`config.mk`:
```
export PLATFORM = sky130hd
export DESIGN_NAME = servo_param_sequence_config
export DESIGN_NICKNAME = d
export VERILOG_FILES = /design/src/rtl/servo_cfg_pkg.sv /design/src/rtl/servo_param_sequence_config.sv /design/src/rtl/brake_delay_timer.sv /design/src/rtl/baud_tick_gen.sv
export SDC_FILE = /design/constraint.sdc
export NUM_CORES = 1
export LEC_CHECK = 0
export ABC_AREA = 1
export BUFFER_PORTS_ARGS = -buffer_cell sky130_fd_sc_hd__clkbuf_2
export CORE_UTILIZATION = 38
export DETAILED_ROUTE_END_ITERATION = 16
export GPL_ROUTABILITY_DRIVEN = 0
export PLACE_DENSITY = 0.63
export SLEW_MARGIN = 0
export SYNTH_ARGS = -nofsm -noshare
export SYNTH_HDL_FRONTEND = slang
export SYNTH_SLANG_ARGS = --single-unit
```
`constraint.sdc`:
```
create_clock -name CLK_I -period 7.9 [get_ports CLK_I]
set_clock_uncertainty 0.15 [all_clocks]
set_input_delay 1.58 -clock CLK_I [delete_from_list [all_inputs] [get_ports CLK_I]]
set_output_delay 1.58 -clock CLK_I [all_outputs]
set_load 0.05 [all_outputs]
```
`src/rtl/servo_cfg_pkg.sv`:
```
// constants, register map and types of the servo parameter block
package servo_cfg_pkg;
  localparam int CLK_HZ = 50_000_000;
  // brake delay unit: 10 ms, in microseconds, and its cycle count
  localparam int BRAKE_UNIT_US = 10_000;
  localparam int TICK_10MS_DEF = BRAKE_UNIT_US * (CLK_HZ / 1_000_000);
  localparam int TICK_W = 20;
  // serial bit rates and their divider counts
  localparam int BAUD_38400 = 38400;
  localparam int BAUD_19200 = 19200;
  localparam int BAUD_9600 = 9600;
  localparam int DIV_W = 13;
  localparam logic [DIV_W-1:0] DIV_38400 = DIV_W'(CLK_HZ / BAUD_38400);
  localparam logic [DIV_W-1:0] DIV_19200 = DIV_W'(CLK_HZ / BAUD_19200);
  localparam logic [DIV_W-1:0] DIV_9600 = DIV_W'(CLK_HZ / BAUD_9600);
  // analog path: 14 bit over +-11.22 V, offset step 1.36 mV
  localparam int CMD_W = 14;
  localparam int CMD_MIN = -8192;
  localparam int CMD_MAX = 8191;
  localparam int OFS_W = 12;
  localparam int OFS_MIN = -2000;
  localparam int OFS_MAX = 2000;
  localparam int OFS_STEP_UV = 1360;
  // arbitrary factory trim value, stands in for the calibrated one
  localparam int OFS_FACTORY_DEF = 16;
  // ranges and reset values
  localparam int DBSEQ_DEF = 0;
  localparam int BRAKE_MAX = 999;
  localparam int SLOT_MAX = 21;
  localparam int FACT_W = 15;
  localparam int FACT_MIN = 1;
  localparam int FACT_MAX = 32767;
  localparam int RAMCNT_MAX = 99;
  localparam int STATION_MIN = 1;
  localparam int STATION_MAX = 31;
  localparam int BAUD_MAX = 2;
  localparam int TRAVEL_MIN = 5;
  localparam int TRAVEL_MAX = 2000;
  localparam int TRAVEL_DEF = 20;
  localparam int SPEED_MIN = 100;
  localparam int SPEED_MAX = 50000;
  localparam int SPEED_DEF = 5000;
  localparam int TIMER_MIN = 1;
  localparam int TIMER_MAX = 500;
  localparam int TIMER_DEF = 50;
  localparam int NV_LIMIT = 100_000;
  localparam int NV_W = 17;
  // positions in the list of parameters that may live in RAM
  localparam int LIST_POS_FACT0 = 1;
  localparam int LIST_POS_FACT1 = 16;
  // forceable input codes
  localparam logic [4:0] CODE_SERVO = 5'h01;
  localparam logic [4:0] CODE_BLOCK = 5'h0B;
  localparam logic [4:0] CODE_REV = 5'h0E;
  localparam logic [4:0] CODE_FWD = 5'h0F;
  localparam logic [4:0] CODE_MS_LO = 5'h11;
  localparam logic [4:0] CODE_MS_HI = 5'h12;
  // control modes
  localparam logic [1:0] MODE_POS = 2'h0;
  localparam logic [1:0] MODE_SPEED = 2'h1;
  localparam logic [1:0] MODE_TORQUE = 2'h2;
  // register word indices (byte address = 4 * index)
  localparam logic [5:0] IDX_OFFSET = 6'h00;
  localparam logic [5:0] IDX_DBSEQ = 6'h01;
  localparam logic [5:0] IDX_BRAKE = 6'h02;
  localparam logic [5:0] IDX_FORCE = 6'h03;
  localparam logic [5:0] IDX_FACT0 = 6'h04;
  localparam logic [5:0] IDX_FACT3 = 6'h07;
  localparam logic [5:0] IDX_RAMCNT = 6'h08;
  localparam logic [5:0] IDX_STATION = 6'h09;
  localparam logic [5:0] IDX_BAUD = 6'h0A;
  localparam logic [5:0] IDX_TRAVEL = 6'h0B;
  localparam logic [5:0] IDX_SPEED = 6'h0C;
  localparam logic [5:0] IDX_TIMER = 6'h0D;
  localparam logic [5:0] IDX_CTRL = 6'h0E;
  localparam logic [5:0] IDX_STATUS = 6'h0F;
  localparam logic [5:0] IDX_ACTIVE = 6'h10;
  // control register bits
  localparam int CTRL_RELOAD = 0;
  localparam int CTRL_MODE_LO = 1;
  localparam int CTRL_TEST = 3;
  localparam int CTRL_AUTO_OFS = 4;
  // synchronised sequence input positions
  localparam int SEQ_N = 9;
  localparam int SEQ_SERVO = 0;
  localparam int SEQ_BLOCK = 1;
  localparam int SEQ_FWD = 2;
  localparam int SEQ_REV = 3;
  localparam int SEQ_MS_LO = 4;
  localparam int SEQ_MS_HI = 5;
  localparam int SEQ_CMP_LO = 6;
  localparam int SEQ_CMP_HI = 7;
  localparam int SEQ_OT = 8;
  typedef enum logic [1:0] {ST_RUN, ST_DELAY, ST_OFF} brake_state_type;
endpackage

```
`src/rtl/servo_param_sequence_config.sv`:
```
// servo parameter set: registers, input forcing, command offset, brake sequencing
//
// Design decisions made here: the register addresses and the APB register port.
`timescale 1ns/100ps
module servo_param_sequence_config #(
  parameter int TICK_10MS_CYCLES = servo_cfg_pkg::TICK_10MS_DEF
) (
  input wire logic CLK_I,
  input wire logic RESETN_I,
  input wire logic PSEL_I,
  input wire logic PENABLE_I,
  input wire logic PWRITE_I,
  input wire logic [7:0] PADDR_I,
  input wire logic [31:0] PWDATA_I,
  output logic [31:0] PRDATA_O,
  output logic PREADY_O,
  output logic PSLVERR_O,
  input wire logic SERVO_ON_I,
  input wire logic PULSE_BLOCK_I,
  input wire logic MANUAL_FORWARD_I,
  input wire logic MANUAL_REVERSE_I,
  input wire logic MULTISTEP_SEL_LO_I,
  input wire logic MULTISTEP_SEL_HI_I,
  input wire logic COMP_SEL_LO_I,
  input wire logic COMP_SEL_HI_I,
  input wire logic OVERTRAVEL_I,
  input wire logic [servo_cfg_pkg::CMD_W-1:0] ADC_DATA_I,
  input wire logic [4:0] RX_ADDR_I,
  input wire logic RX_ADDR_VALID_I,
  output logic [servo_cfg_pkg::CMD_W-1:0] CMD_O,
  output logic SERVO_ON_O,
  output logic PULSE_BLOCK_O,
  output logic MANUAL_FORWARD_O,
  output logic MANUAL_REVERSE_O,
  output logic MULTISTEP_SEL_LO_O,
  output logic MULTISTEP_SEL_HI_O,
  output logic [servo_cfg_pkg::FACT_W-1:0] COMP_FACTOR_O,
  output logic POWER_STAGE_ON_O,
  output logic DYNAMIC_BRAKE_O,
  output logic ADDR_MATCH_O,
  output logic BAUD_TICK_O,
  output logic [4:0] STATION_O
);
  import servo_cfg_pkg::*;

  function automatic logic [31:0] sat(input logic signed [31:0] v, input int lo, input int hi);
    if (v < lo) begin
      sat = lo;
    end else if (v > hi) begin
      sat = hi;
    end else begin
      sat = v;
    end
  endfunction

  function automatic logic is_forced(input logic [19:0] slots, input logic [4:0] code);
    is_forced = 1'b0;
    for (int i = 0; i < 4; i++) begin
      if (slots[i*5 +: 5] == code) begin
        is_forced = 1'b1;
      end
    end
  endfunction

  // settings
  logic signed [OFS_W-1:0] offset_ff;
  logic [1:0] dbseq_ff;
  logic [1:0] act_dbseq_ff;
  logic [9:0] brake_ff;
  logic [19:0] force_ff;
  logic [19:0] act_force_ff;
  logic [FACT_W-1:0] fact_ff [4];
  logic [6:0] ramcnt_ff;
  logic [6:0] act_ramcnt_ff;
  logic [4:0] station_ff;
  logic [4:0] act_station_ff;
  logic [1:0] baud_ff;
  logic [1:0] act_baud_ff;
  logic [10:0] travel_ff;
  logic [15:0] speed_ff;
  logic [8:0] timer_ff;
  logic [1:0] mode_ff;
  logic test_ff;
  logic [NV_W-1:0] nv_count_ff;

  // bus
  logic ready_ff;
  logic [31:0] rdata_ff;
  logic slverr_ff;
  logic [5:0] idx;
  logic setup;
  logic wr;
  logic mapped;
  logic signed [31:0] wval;

  // inputs
  logic [SEQ_N-1:0] seq_meta_ff;
  logic [SEQ_N-1:0] seq_sync_ff;
  logic fwd_prev_ff;
  logic rev_prev_ff;
  logic pos_mode;
  logic eff_servo;
  logic eff_fwd;
  logic eff_rev;
  logic power_on;
  logic baud_tick;
  logic [1:0] cmp_sel;
  logic signed [31:0] cmd_sum;

  assign idx = PADDR_I[7:2];
  assign setup = PSEL_I && !PENABLE_I;
  assign wr = PSEL_I && PENABLE_I && PWRITE_I && ready_ff;
  assign mapped = (idx <= IDX_ACTIVE);
  assign wval = $signed(PWDATA_I);
  assign pos_mode = (mode_ff == MODE_POS);

  // two flops on every sequence input pin before any logic reads it
  always_ff @(posedge CLK_I) begin
    seq_meta_ff <= {OVERTRAVEL_I, COMP_SEL_HI_I, COMP_SEL_LO_I, MULTISTEP_SEL_HI_I, MULTISTEP_SEL_LO_I,
                    MANUAL_REVERSE_I, MANUAL_FORWARD_I, PULSE_BLOCK_I, SERVO_ON_I};
    seq_sync_ff <= seq_meta_ff;
  end

  // forced slots act through their power-up copy only
  assign eff_servo = seq_sync_ff[SEQ_SERVO] || is_forced(act_force_ff, CODE_SERVO);
  // manual commands are never held on in position control
  assign eff_fwd = seq_sync_ff[SEQ_FWD] || (!pos_mode && is_forced(act_force_ff, CODE_FWD));
  assign eff_rev = seq_sync_ff[SEQ_REV] || (!pos_mode && is_forced(act_force_ff, CODE_REV));
  assign cmp_sel = {seq_sync_ff[SEQ_CMP_HI], seq_sync_ff[SEQ_CMP_LO]};

  // apb slave: setup cycle latches the answer, access phase lasts one cycle
  always_ff @(posedge CLK_I) begin
    if (!RESETN_I) begin
      ready_ff <= 1'b0;
      slverr_ff <= 1'b0;
    end else if (setup) begin
      ready_ff <= 1'b1;
      slverr_ff <= !mapped;
    end else begin
      ready_ff <= 1'b0;
      slverr_ff <= 1'b0;
    end
  end

  always_ff @(posedge CLK_I) begin
    if (!RESETN_I) begin
      rdata_ff <= '0;
    end else if (setup && !PWRITE_I) begin
      case (idx)
        IDX_OFFSET: rdata_ff <= 32'(signed'(offset_ff));
        IDX_DBSEQ: rdata_ff <= {30'h0000_0000, dbseq_ff};
        IDX_BRAKE: rdata_ff <= {22'h00_0000, brake_ff};
        IDX_FORCE: rdata_ff <= {3'h0, force_ff[19:15], 3'h0, force_ff[14:10], 3'h0, force_ff[9:5],
                                3'h0, force_ff[4:0]};
        IDX_RAMCNT: rdata_ff <= {25'h000_0000, ramcnt_ff};
        IDX_STATION: rdata_ff <= {27'h000_0000, station_ff};
        IDX_BAUD: rdata_ff <= {30'h0000_0000, baud_ff};
        IDX_TRAVEL: rdata_ff <= {21'h00_0000, travel_ff};
        IDX_SPEED: rdata_ff <= {16'h0000, speed_ff};
        IDX_TIMER: rdata_ff <= {23'h00_0000, timer_ff};
        IDX_CTRL: rdata_ff <= {27'h000_0000, 1'b0, test_ff, mode_ff, 1'b0};
        IDX_STATUS: rdata_ff <= {7'h00, (nv_count_ff >= NV_W'(NV_LIMIT)), nv_count_ff, power_on,
                                 DYNAMIC_BRAKE_O, eff_servo, act_dbseq_ff, act_baud_ff};
        IDX_ACTIVE: rdata_ff <= {act_ramcnt_ff, 3'h0, act_station_ff, 2'h0, COMP_FACTOR_O};
        default: begin
          if (idx >= IDX_FACT0 && idx <= IDX_FACT3) begin
            rdata_ff <= {17'h0_0000, fact_ff[idx[1:0]]};
          end else begin
            rdata_ff <= '0;
          end
        end
      endcase
    end
  end

  assign PRDATA_O = rdata_ff;
  assign PREADY_O = ready_ff;
  assign PSLVERR_O = slverr_ff;

  // analog offset: software write, or auto trim from the live input in test mode
  always_ff @(posedge CLK_I) begin
    if (!RESETN_I) begin
      offset_ff <= OFS_W'(OFS_FACTORY_DEF);
    end else if (wr && idx == IDX_CTRL && PWDATA_I[CTRL_AUTO_OFS] && test_ff) begin
      offset_ff <= OFS_W'(sat(-32'(signed'(ADC_DATA_I)), OFS_MIN, OFS_MAX));
    end else if (wr && idx == IDX_OFFSET) begin
      offset_ff <= OFS_W'(sat(wval, OFS_MIN, OFS_MAX));
    end
  end

  // one offset step equals one converter lsb within 1 percent, so they add directly
  assign cmd_sum = 32'(signed'(ADC_DATA_I)) + 32'(signed'(offset_ff));
  always_ff @(posedge CLK_I) begin
    if (!RESETN_I) begin
      CMD_O <= '0;
    end else begin
      CMD_O <= CMD_W'(sat(cmd_sum, CMD_MIN, CMD_MAX));
    end
  end

  // stored copies of settings
  always_ff @(posedge CLK_I) begin
    if (!RESETN_I) begin
      dbseq_ff <= 2'(DBSEQ_DEF);
      brake_ff <= '0;
      force_ff <= '0;
      ramcnt_ff <= '0;
      station_ff <= 5'(STATION_MIN);
      baud_ff <= '0;
      travel_ff <= 11'(TRAVEL_DEF);
      speed_ff <= 16'(SPEED_DEF);
      timer_ff <= 9'(TIMER_DEF);
      mode_ff <= MODE_POS;
      test_ff <= 1'b0;
    end else if (wr) begin
      case (idx)
        IDX_DBSEQ: dbseq_ff <= PWDATA_I[1:0];
        IDX_BRAKE: brake_ff <= 10'(sat(wval, 0, BRAKE_MAX));
        IDX_FORCE: begin
          for (int i = 0; i < 4; i++) begin
            force_ff[i*5 +: 5] <= 5'(sat(32'(PWDATA_I[i*8 +: 5]), 0, SLOT_MAX));
          end
        end
        IDX_RAMCNT: ramcnt_ff <= 7'(sat(wval, 0, RAMCNT_MAX));
        IDX_STATION: station_ff <= 5'(sat(wval, STATION_MIN, STATION_MAX));
        IDX_BAUD: baud_ff <= 2'(sat(wval, 0, BAUD_MAX));
        IDX_TRAVEL: travel_ff <= 11'(sat(wval, TRAVEL_MIN, TRAVEL_MAX));
        IDX_SPEED: speed_ff <= 16'(sat(wval, SPEED_MIN, SPEED_MAX));
        IDX_TIMER: timer_ff <= 9'(sat(wval, TIMER_MIN, TIMER_MAX));
        IDX_CTRL: begin
          mode_ff <= PWDATA_I[CTRL_MODE_LO +: 2];
          test_ff <= PWDATA_I[CTRL_TEST];
        end
        default: begin
        end
      endcase
    end
  end

  // compensation factors; all four reset to 1, which also covers the ram-held ones
  always_ff @(posedge CLK_I) begin
    if (!RESETN_I) begin
      for (int i = 0; i < 4; i++) begin
        fact_ff[i] <= FACT_W'(FACT_MIN);
      end
    end else if (wr && idx >= IDX_FACT0 && idx <= IDX_FACT3) begin
      fact_ff[idx[1:0]] <= FACT_W'(sat(wval, FACT_MIN, FACT_MAX));
    end
  end

  // rewrites that reach non-volatile storage wear it; ram-held factors do not count
  always_ff @(posedge CLK_I) begin
    if (!RESETN_I) begin
      nv_count_ff <= '0;
    end else if (wr && idx <= IDX_TIMER && nv_count_ff != '1) begin
      if (idx == IDX_FACT0 && act_ramcnt_ff >= 7'(LIST_POS_FACT0)) begin
        nv_count_ff <= nv_count_ff;
      end else if (idx > IDX_FACT0 && idx <= IDX_FACT3 &&
                   act_ramcnt_ff >= 7'(LIST_POS_FACT1 + 32'(idx - IDX_FACT0) - 1)) begin
        nv_count_ff <= nv_count_ff;
      end else begin
        nv_count_ff <= nv_count_ff + 1'b1;
      end
    end
  end

  // power-class settings go live at reset or on the reload strobe, which stands in for power-up
  always_ff @(posedge CLK_I) begin
    if (!RESETN_I) begin
      act_dbseq_ff <= 2'(DBSEQ_DEF);
      act_force_ff <= '0;
      act_ramcnt_ff <= '0;
      act_station_ff <= 5'(STATION_MIN);
      act_baud_ff <= '0;
    end else if (wr && idx == IDX_CTRL && PWDATA_I[CTRL_RELOAD]) begin
      act_dbseq_ff <= dbseq_ff;
      act_force_ff <= force_ff;
      act_ramcnt_ff <= ramcnt_ff;
      act_station_ff <= station_ff;
      act_baud_ff <= baud_ff;
    end
  end

  brake_delay_timer #(
    .TICK_CYCLES(TICK_10MS_CYCLES)
  ) u_brake (
    .clk_i(CLK_I),
    .resetn_i(RESETN_I),
    .servo_on_i(eff_servo),
    .delay_i(brake_ff),
    .power_on_o(power_on)
  );

  baud_tick_gen u_baud (
    .clk_i(CLK_I),
    .resetn_i(RESETN_I),
    .code_i(act_baud_ff),
    .tick_o(baud_tick)
  );

  // sequence outputs
  always_ff @(posedge CLK_I) begin
    if (!RESETN_I) begin
      SERVO_ON_O <= 1'b0;
      PULSE_BLOCK_O <= 1'b0;
      MULTISTEP_SEL_LO_O <= 1'b0;
      MULTISTEP_SEL_HI_O <= 1'b0;
      POWER_STAGE_ON_O <= 1'b0;
      DYNAMIC_BRAKE_O <= 1'b0;
      BAUD_TICK_O <= 1'b0;
      STATION_O <= 5'(STATION_MIN);
    end else begin
      SERVO_ON_O <= eff_servo;
      PULSE_BLOCK_O <= seq_sync_ff[SEQ_BLOCK] || is_forced(act_force_ff, CODE_BLOCK);
      MULTISTEP_SEL_LO_O <= seq_sync_ff[SEQ_MS_LO] || is_forced(act_force_ff, CODE_MS_LO);
      MULTISTEP_SEL_HI_O <= seq_sync_ff[SEQ_MS_HI] || is_forced(act_force_ff, CODE_MS_HI);
      POWER_STAGE_ON_O <= power_on;
      DYNAMIC_BRAKE_O <= (act_dbseq_ff[0] && seq_sync_ff[SEQ_OT]) ||
                         (act_dbseq_ff[1] && !power_on);
      BAUD_TICK_O <= baud_tick;
      STATION_O <= act_station_ff;
    end
  end

  // manual commands: level in speed/torque, one-cycle pulse on rising edge in position
  always_ff @(posedge CLK_I) begin
    if (!RESETN_I) begin
      fwd_prev_ff <= 1'b0;
      rev_prev_ff <= 1'b0;
      MANUAL_FORWARD_O <= 1'b0;
      MANUAL_REVERSE_O <= 1'b0;
    end else begin
      fwd_prev_ff <= eff_fwd;
      rev_prev_ff <= eff_rev;
      MANUAL_FORWARD_O <= pos_mode ? (eff_fwd && !fwd_prev_ff) : eff_fwd;
      MANUAL_REVERSE_O <= pos_mode ? (eff_rev && !rev_prev_ff) : eff_rev;
    end
  end

  // factor mux; alternatives count only in position control
  always_ff @(posedge CLK_I) begin
    if (!RESETN_I) begin
      COMP_FACTOR_O <= FACT_W'(FACT_MIN);
    end else begin
      COMP_FACTOR_O <= pos_mode ? fact_ff[cmp_sel] : fact_ff[0];
    end
  end

  // frames to other stations are ignored
  always_ff @(posedge CLK_I) begin
    if (!RESETN_I) begin
      ADDR_MATCH_O <= 1'b0;
    end else begin
      ADDR_MATCH_O <= RX_ADDR_VALID_I && (RX_ADDR_I == act_station_ff);
    end
  end
endmodule

```
`src/rtl/brake_delay_timer.sv`:
```
// base shutoff delay after servo-on falls, counted in 10 ms ticks
`timescale 1ns/100ps
module brake_delay_timer #(
  parameter int TICK_CYCLES = servo_cfg_pkg::TICK_10MS_DEF
) (
  input wire logic clk_i,
  input wire logic resetn_i,
  input wire logic servo_on_i,
  input wire logic [9:0] delay_i,
  output logic power_on_o
);
  import servo_cfg_pkg::*;
  brake_state_type state_ff;
  logic [TICK_W-1:0] pre_ff;
  logic [9:0] left_ff;
  // prescaler restarts on entry so the first tick is a whole unit away
  always_ff @(posedge clk_i) begin
    if (!resetn_i || state_ff != ST_DELAY || pre_ff == TICK_W'(TICK_CYCLES - 1)) begin
      pre_ff <= '0;
    end else begin
      pre_ff <= pre_ff + 1'b1;
    end
  end
  always_ff @(posedge clk_i) begin
    if (!resetn_i) begin
      state_ff <= ST_OFF;
      left_ff <= '0;
    end else begin
      case (state_ff)
        ST_RUN: begin
          if (!servo_on_i) begin
            state_ff <= (delay_i == '0) ? ST_OFF : ST_DELAY;
            left_ff <= delay_i;
          end
        end
        ST_DELAY: begin
          if (servo_on_i) begin
            state_ff <= ST_RUN;
          end else if (pre_ff == TICK_W'(TICK_CYCLES - 1)) begin
            left_ff <= left_ff - 1'b1;
            if (left_ff == 10'h001) begin
              state_ff <= ST_OFF;
            end
          end
        end
        ST_OFF: begin
          if (servo_on_i) begin
            state_ff <= ST_RUN;
          end
        end
        default: state_ff <= ST_OFF;
      endcase
    end
  end
  always_ff @(posedge clk_i) begin
    if (!resetn_i) begin
      power_on_o <= 1'b0;
    end else begin
      power_on_o <= (state_ff != ST_OFF) || servo_on_i;
    end
  end
endmodule

```
`src/rtl/baud_tick_gen.sv`:
```
// bit-rate enable pulse for the serial link from a selectable divider
`timescale 1ns/100ps
module baud_tick_gen (
  input wire logic clk_i,
  input wire logic resetn_i,
  input wire logic [1:0] code_i,
  output logic tick_o
);
  import servo_cfg_pkg::*;
  logic [DIV_W-1:0] cnt_ff;
  logic [DIV_W-1:0] div;
  always_comb begin
    case (code_i)
      2'h0: div = DIV_38400;
      2'h1: div = DIV_19200;
      default: div = DIV_9600;
    endcase
  end
  always_ff @(posedge clk_i) begin
    if (!resetn_i || cnt_ff >= div - 1'b1) begin
      cnt_ff <= '0;
    end else begin
      cnt_ff <= cnt_ff + 1'b1;
    end
  end
  always_ff @(posedge clk_i) begin
    if (!resetn_i) begin
      tick_o <= 1'b0;
    end else begin
      tick_o <= (cnt_ff >= div - 1'b1);
    end
  end
endmodule

```
After elaboration in Yosys (flattened, before gate mapping)
Memories as Yosys holds them, arrays and structs flattened. A register that Yosys moved wholly into a read port is not among the register bits.
Cells that the tools add are included.
Storage, ports and cells
  memory bits (writable): 60
  bits of input ports: 74
  bits in registers: 295
  logic and storage cells: 289
  output and inout bits: 78
  memories: 1
Memories
  fact_ff: words 4, width 15, read ports 3, clocked after Yosys merged registers in 1, write ports 4, RTL line servo_param_sequence_config.sv:72  | logic [FACT_W-1:0] fact_ff [4];
Operators by class
  reductions and logical operators: 67
  multiplexer cells: 81
  $lt $le $gt $ge: 30
  bitwise operators: 3
  eq/ne operators: 52
  add/subtract/negate cells: 10
Operators with widths (count)
  32-bit one-hot mux with 13 select lines: 1
  15-bit 2-to-1 mux: 7
  12-bit 2-to-1 mux: 6
  32-bit by 12-bit greater-than comparator with 1-bit output (second input constant): 2
  32-bit by 12-bit < comparator with 1-bit output (second input constant): 2
  5-bit by 4-bit equality test with 1-bit output (second input constant): 12
  10-bit 2-to-1 mux: 5
  6-bit by 4-bit equality test with 1-bit output (second input constant): 8
  5-bit equality test (second input constant): 8
  1-bit 2-to-1 mux: 35
  32-bit by 10-bit greater-than comparator with 1-bit output (second input constant): 1
  32-bit by 11-bit greater-than comparator with 1-bit output (second input constant): 1
  32-bit by 16-bit greater-than comparator with 1-bit output (second input constant): 1
  32-bit by 17-bit greater-than comparator with 1-bit output (second input constant): 1
  32-bit by 3-bit greater-than comparator with 1-bit output (second input constant): 1
  32-bit by 6-bit greater-than comparator with 1-bit output (second input constant): 1
  32-bit by 8-bit greater-than comparator with 1-bit output (second input constant): 1
  32-bit by 1-bit < comparator with 1-bit output (second input constant): 1
  32-bit by 2-bit < comparator with 1-bit output (second input constant): 1
  32-bit by 4-bit < comparator with 1-bit output (second input constant): 1
  32-bit by 8-bit < comparator with 1-bit output (second input constant): 1
  16-bit 2-to-1 mux: 2
  14-bit negation with 32-bit output: 1
  5-bit 2-to-1 mux: 6
  56 further kinds: 137

Longest topological paths before layout
  word-level depth: 10
  depth in mapped cells: 16
  gate-level depth less buffers: 16

Modules after synthesis
A second synthesis with hierarchy kept.
Unflattened totals
  cell total of the unflattened synthesis: 2504
  area total of the unflattened synthesis: 18350.1 µm²
Modules (own cells, without submodules)
  servo_param_sequence_config: times used 1, area each 15406.0 µm², cells each 2058
  brake_delay_timer: times used 1, area each 1983.2 µm², cells each 311
  baud_tick_gen: times used 1, area each 960.9 µm², cells each 135

Worst setup path before layout
No wires, ideal clock.
  path kind: input to register
  start point: in PADDR_I[2]
  end point: mem fact_ff[1][0], enable pin
  arrival time: 3539 ps
  stages: 5
  path slack: 3803 ps
  setup time: 408 ps
  buffers on the path: 1
  data required time: 7342 ps
  path through: inv_1 > nor2_1 > clkbuf_1 > inv_1 > o21ai_0
RTL lines
  start, declared: RTL line servo_param_sequence_config.sv:13  | input wire logic [7:0] PADDR_I,
  end, declared: RTL line servo_param_sequence_config.sv:72

==> results.yml <==
hold_path:
  holdPathStages: 0
  min_path_type: "reg2reg"
  min_from: "seq_meta_ff[7]"
  min_to: "seq_sync_ff[7]"
run:
  max_cap_violations: 0
timing:
  rsz0062_at_grt: "no"
  timing.final.ws_setup_ns: 3.11
  period_share: 0.606
  tns_ns: 0
  slew_headroom: 0.312
  setup_viol: 0
  holdWs_ns: 0.176
  finalHoldViolations: 0
  worst-slew-pin-transition_ns: 1.03
  fmax_mhz: 209
  drv_slew: 0
  finalCriticalPeriod_ns: 4.79
worst_setup_path:
  cp.arrival_ns: 5.07
  r2r_setup_slack_ns: 4.32
  critPathKind: "in2reg"
  crit_path_end_kind: "flop"
  r2r-start: "PREADY_O"
  timing.rr.end: "fact_ff[2][2]"
  crit_fanout: 15
  crit_required_ns: 8.18
  reg2regPathDepth: 8
  start_kind: "primary input"
synthesis:
  synth_xor_xnor_area_share: 0.0181
  synthAdderAreaFrac: 0.0360
  synth_simple_gate_area_frac: 0.237
  ys_top_cells_by_area: "dfxtp_1, edfxtp_1, nand2_1"
  ys_seq_area_frac: 0.430
  synth_cell_type_count: 60
  ys_warn_count: 0
  synth-edff-count: 60
  syn_area_per_cell_um2: 7.41
  syn_inst: 2420
  netlist_area_mm2: 0.0179
  synth_top_family_by_area: "simple AND/OR/NAND/NOR gates"
  synth_compound_area_frac: 0.196
  synth_flop_cell: "dfxtp_1"
  synth_top_area_frac: 0.329
  yosys_register_bits: 355
  synth_nets: 2545
  synthMuxAreaShare: 0
  synth_largest_area_cell: "dfxtp_1"
  synthArstFlopShare: 0
pwr:
  leakage_nw: 8.38
  p_per_area_mw_per_mm2: 202
  ir_drop_mv: 0.150
global_routing:
  grt.total_usage: 0.245
  grt_pass1_vias: 16400
  grt-ovfl-total: 0
  grt_pass1_wl_um: 91500
  grt_max_degree: 74
  antenna_found_initial: 3
finish:
  fillCellCount: 4628
  drive_above_1_share: 0.116
  final_common_cell: "nand2_1"
  layout.nets: 2658
  finalNonFillerCells: 3173
  fin_area_mm2: 0.0205
  syn_to_final_growth_pct: 14.5
  final_cell_mix: "nand2_1, dfxtp_1, inv_1"
status:
  status: "finished clean"
floorplan:
  floorplan.rows: 79
  core_mm2: 0.0466
  die_area_mm2: 0.0481
  io_pins: 152
  die_w_um: 219
  initial_core_util: 0.385
  die_h_um: 219
cts:
  ctsHtreeMaxLevel: 2
  cts_setup_buffers: 0
  holdBufCountCts: 0
  numCtsBuffers: 40
  cts_tree: "built"
  clkLatencyLatePin_ns: 0.59
  clock_path_buffers: 3
  path_clk_slew_ns: 0.06
  clkSinkCount: 355
  clock-root-buffer: "clkbuf_16"
  ctsResizeCount: 0
place:
  portBuffers: 149
  dpl_cell_area_mm2: 0.0192
  dp_hpwl_um: 43100
  pre_cts_ws_ns: 2.66
  placed_cells: 3098
routing:
  via_per_inst: 5.57
  ant_nets: 0
  vias: 17700
  drt-total-wl_um: 59800
  drt_pre_antenna_iters: 6
  drc: 0
  post_drt_wl_per_cell_um: 18.9
  drtIter0Drc: 1861
==> how the worst max path moves through the flow <==
stage                     startpoint             end  slack [ns]  cells after the start
final                     PADDR_I[7]   fact_ff[2][2]        3.11                     10
after global routing      PADDR_I[7]   fact_ff[2][2]        2.96                     10
after CTS                 PADDR_I[7]   fact_ff[2][2]        3.23                     10
after detailed placement  PADDR_I[7]   fact_ff[2][2]        2.66                     10
after global placement    PADDR_I[7]  fact_ff[0][14]        2.79                     10
after floorplan           PADDR_I[2]   fact_ff[1][0]        3.80                      5
==> report_power, final <==
part | leakage [nW] | internal (mW) | switching [mW] | total [mW]
Sequential | 3.03 | 1.87 | 0.0231 | 1.89
Combinational | 4.68 | 0.0801 | 0.251 | 0.331
Clock | 0.667 | 1.14 | 0.781 | 1.92
==> cell type report <==
cell class | count | area (um^2) | area share
Antenna cell | 1 | 2.50 | 0.000122
Clock buffer | 60 | 1190 | 0.0578
Clock inverter | 14 | 159 | 0.00774
Inverter | 291 | 1100 | 0.0534
Multi-Input combinational cell | 1679 | 8750 | 0.426
Sequential cell | 355 | 7710 | 0.375
Tap cell | 607 | 759 | 0.0370
Timing Repair Buffer | 166 | 873 | 0.0425
==> layer usage <==
metal,share of wire,GRT usage,up-vias
li1,-,-,8408
met1,0.42,0.328,8317
met2,0.45,0.384,783
met3,0.093,0.0473,158
met4,0.039,0.107,4
met5,0.00050,0,-
==> registers in the layout (all words and copies together), names as in the netlist, 5 cells and up <==
signal	count
speed_ff	16
u_brake.left_ff	10
PRDATA_O	32
fact_ff	60
travel_ff	11
brake_ff	10
u_baud.cnt_ff	13
COMP_FACTOR_O	15
station_ff	5
seq_meta_ff	9
act_force_ff	20
STATION_O	5
act_station_ff	5
nv_count_ff	17
seq_sync_ff	9
offset_ff	12
u_brake.pre_ff	20
ramcnt_ff	7
act_ramcnt_ff	7
timer_ff	9
force_ff	20
CMD_O	14
==> logic make-up (layout without fill, tap and decap cells) <==
kind of cell,count (synthesis),after routing
DFF,355,355
and+or+nand+nor,980,980
AOI/OAI and AO/OA,610,610
xor gates and xnor gates,37,37
adders and majority gates,51,51
buffers and inverters,386,531
other,1,2
==> stage by stage <==
stage,total power [mW],util
finish,4.15,0.441
global route,4.28,0.441
CTS,4.17,0.441
detailed placement,2.26,0.412
global placement,2.25,0.412
floorplan,2.13,-
==> cells in the mapped netlist, types with 3 or more instances <==
master	count
a211oi_1	10
a21boi_0	5
a21oi_1	256
a221oi_1	22
a22o_1	5
a22oi_1	29
a31oi_1	20
buf_1	3
buf_2	19
buf_4	3
clkbuf_1	69
clkinv_1	4
dfxtp_1	295
edfxtp_1	60
ha_1	50
inv_1	272
inv_2	14
nand2_1	478
nand2_2	6
nand3_1	126
nand3b_1	3
nand4_1	53
nor2_1	230
nor2_2	8
nor2_4	5
nor3_1	38
nor3_2	3
nor3b_1	6
nor4_1	14
o211ai_1	11
o21a_1	4
o21ai_0	185
o21ai_1	4
o21ai_2	12
o21bai_1	5
o22ai_1	11
o31ai_1	17
or2_2	4
xnor2_1	5
xor2_1	32
==> critical path: stages <==
cell      delay (ns)
clkbuf_2        0.14
nor2_2          0.31
nand2_1         0.63
inv_1           0.50
nand2_1         0.25
nor2_1          0.15
inv_1           0.09
nor2_2          0.75
o21ai_0         0.43
nor2_1          0.20
Power figures use the tool's default switching activity.
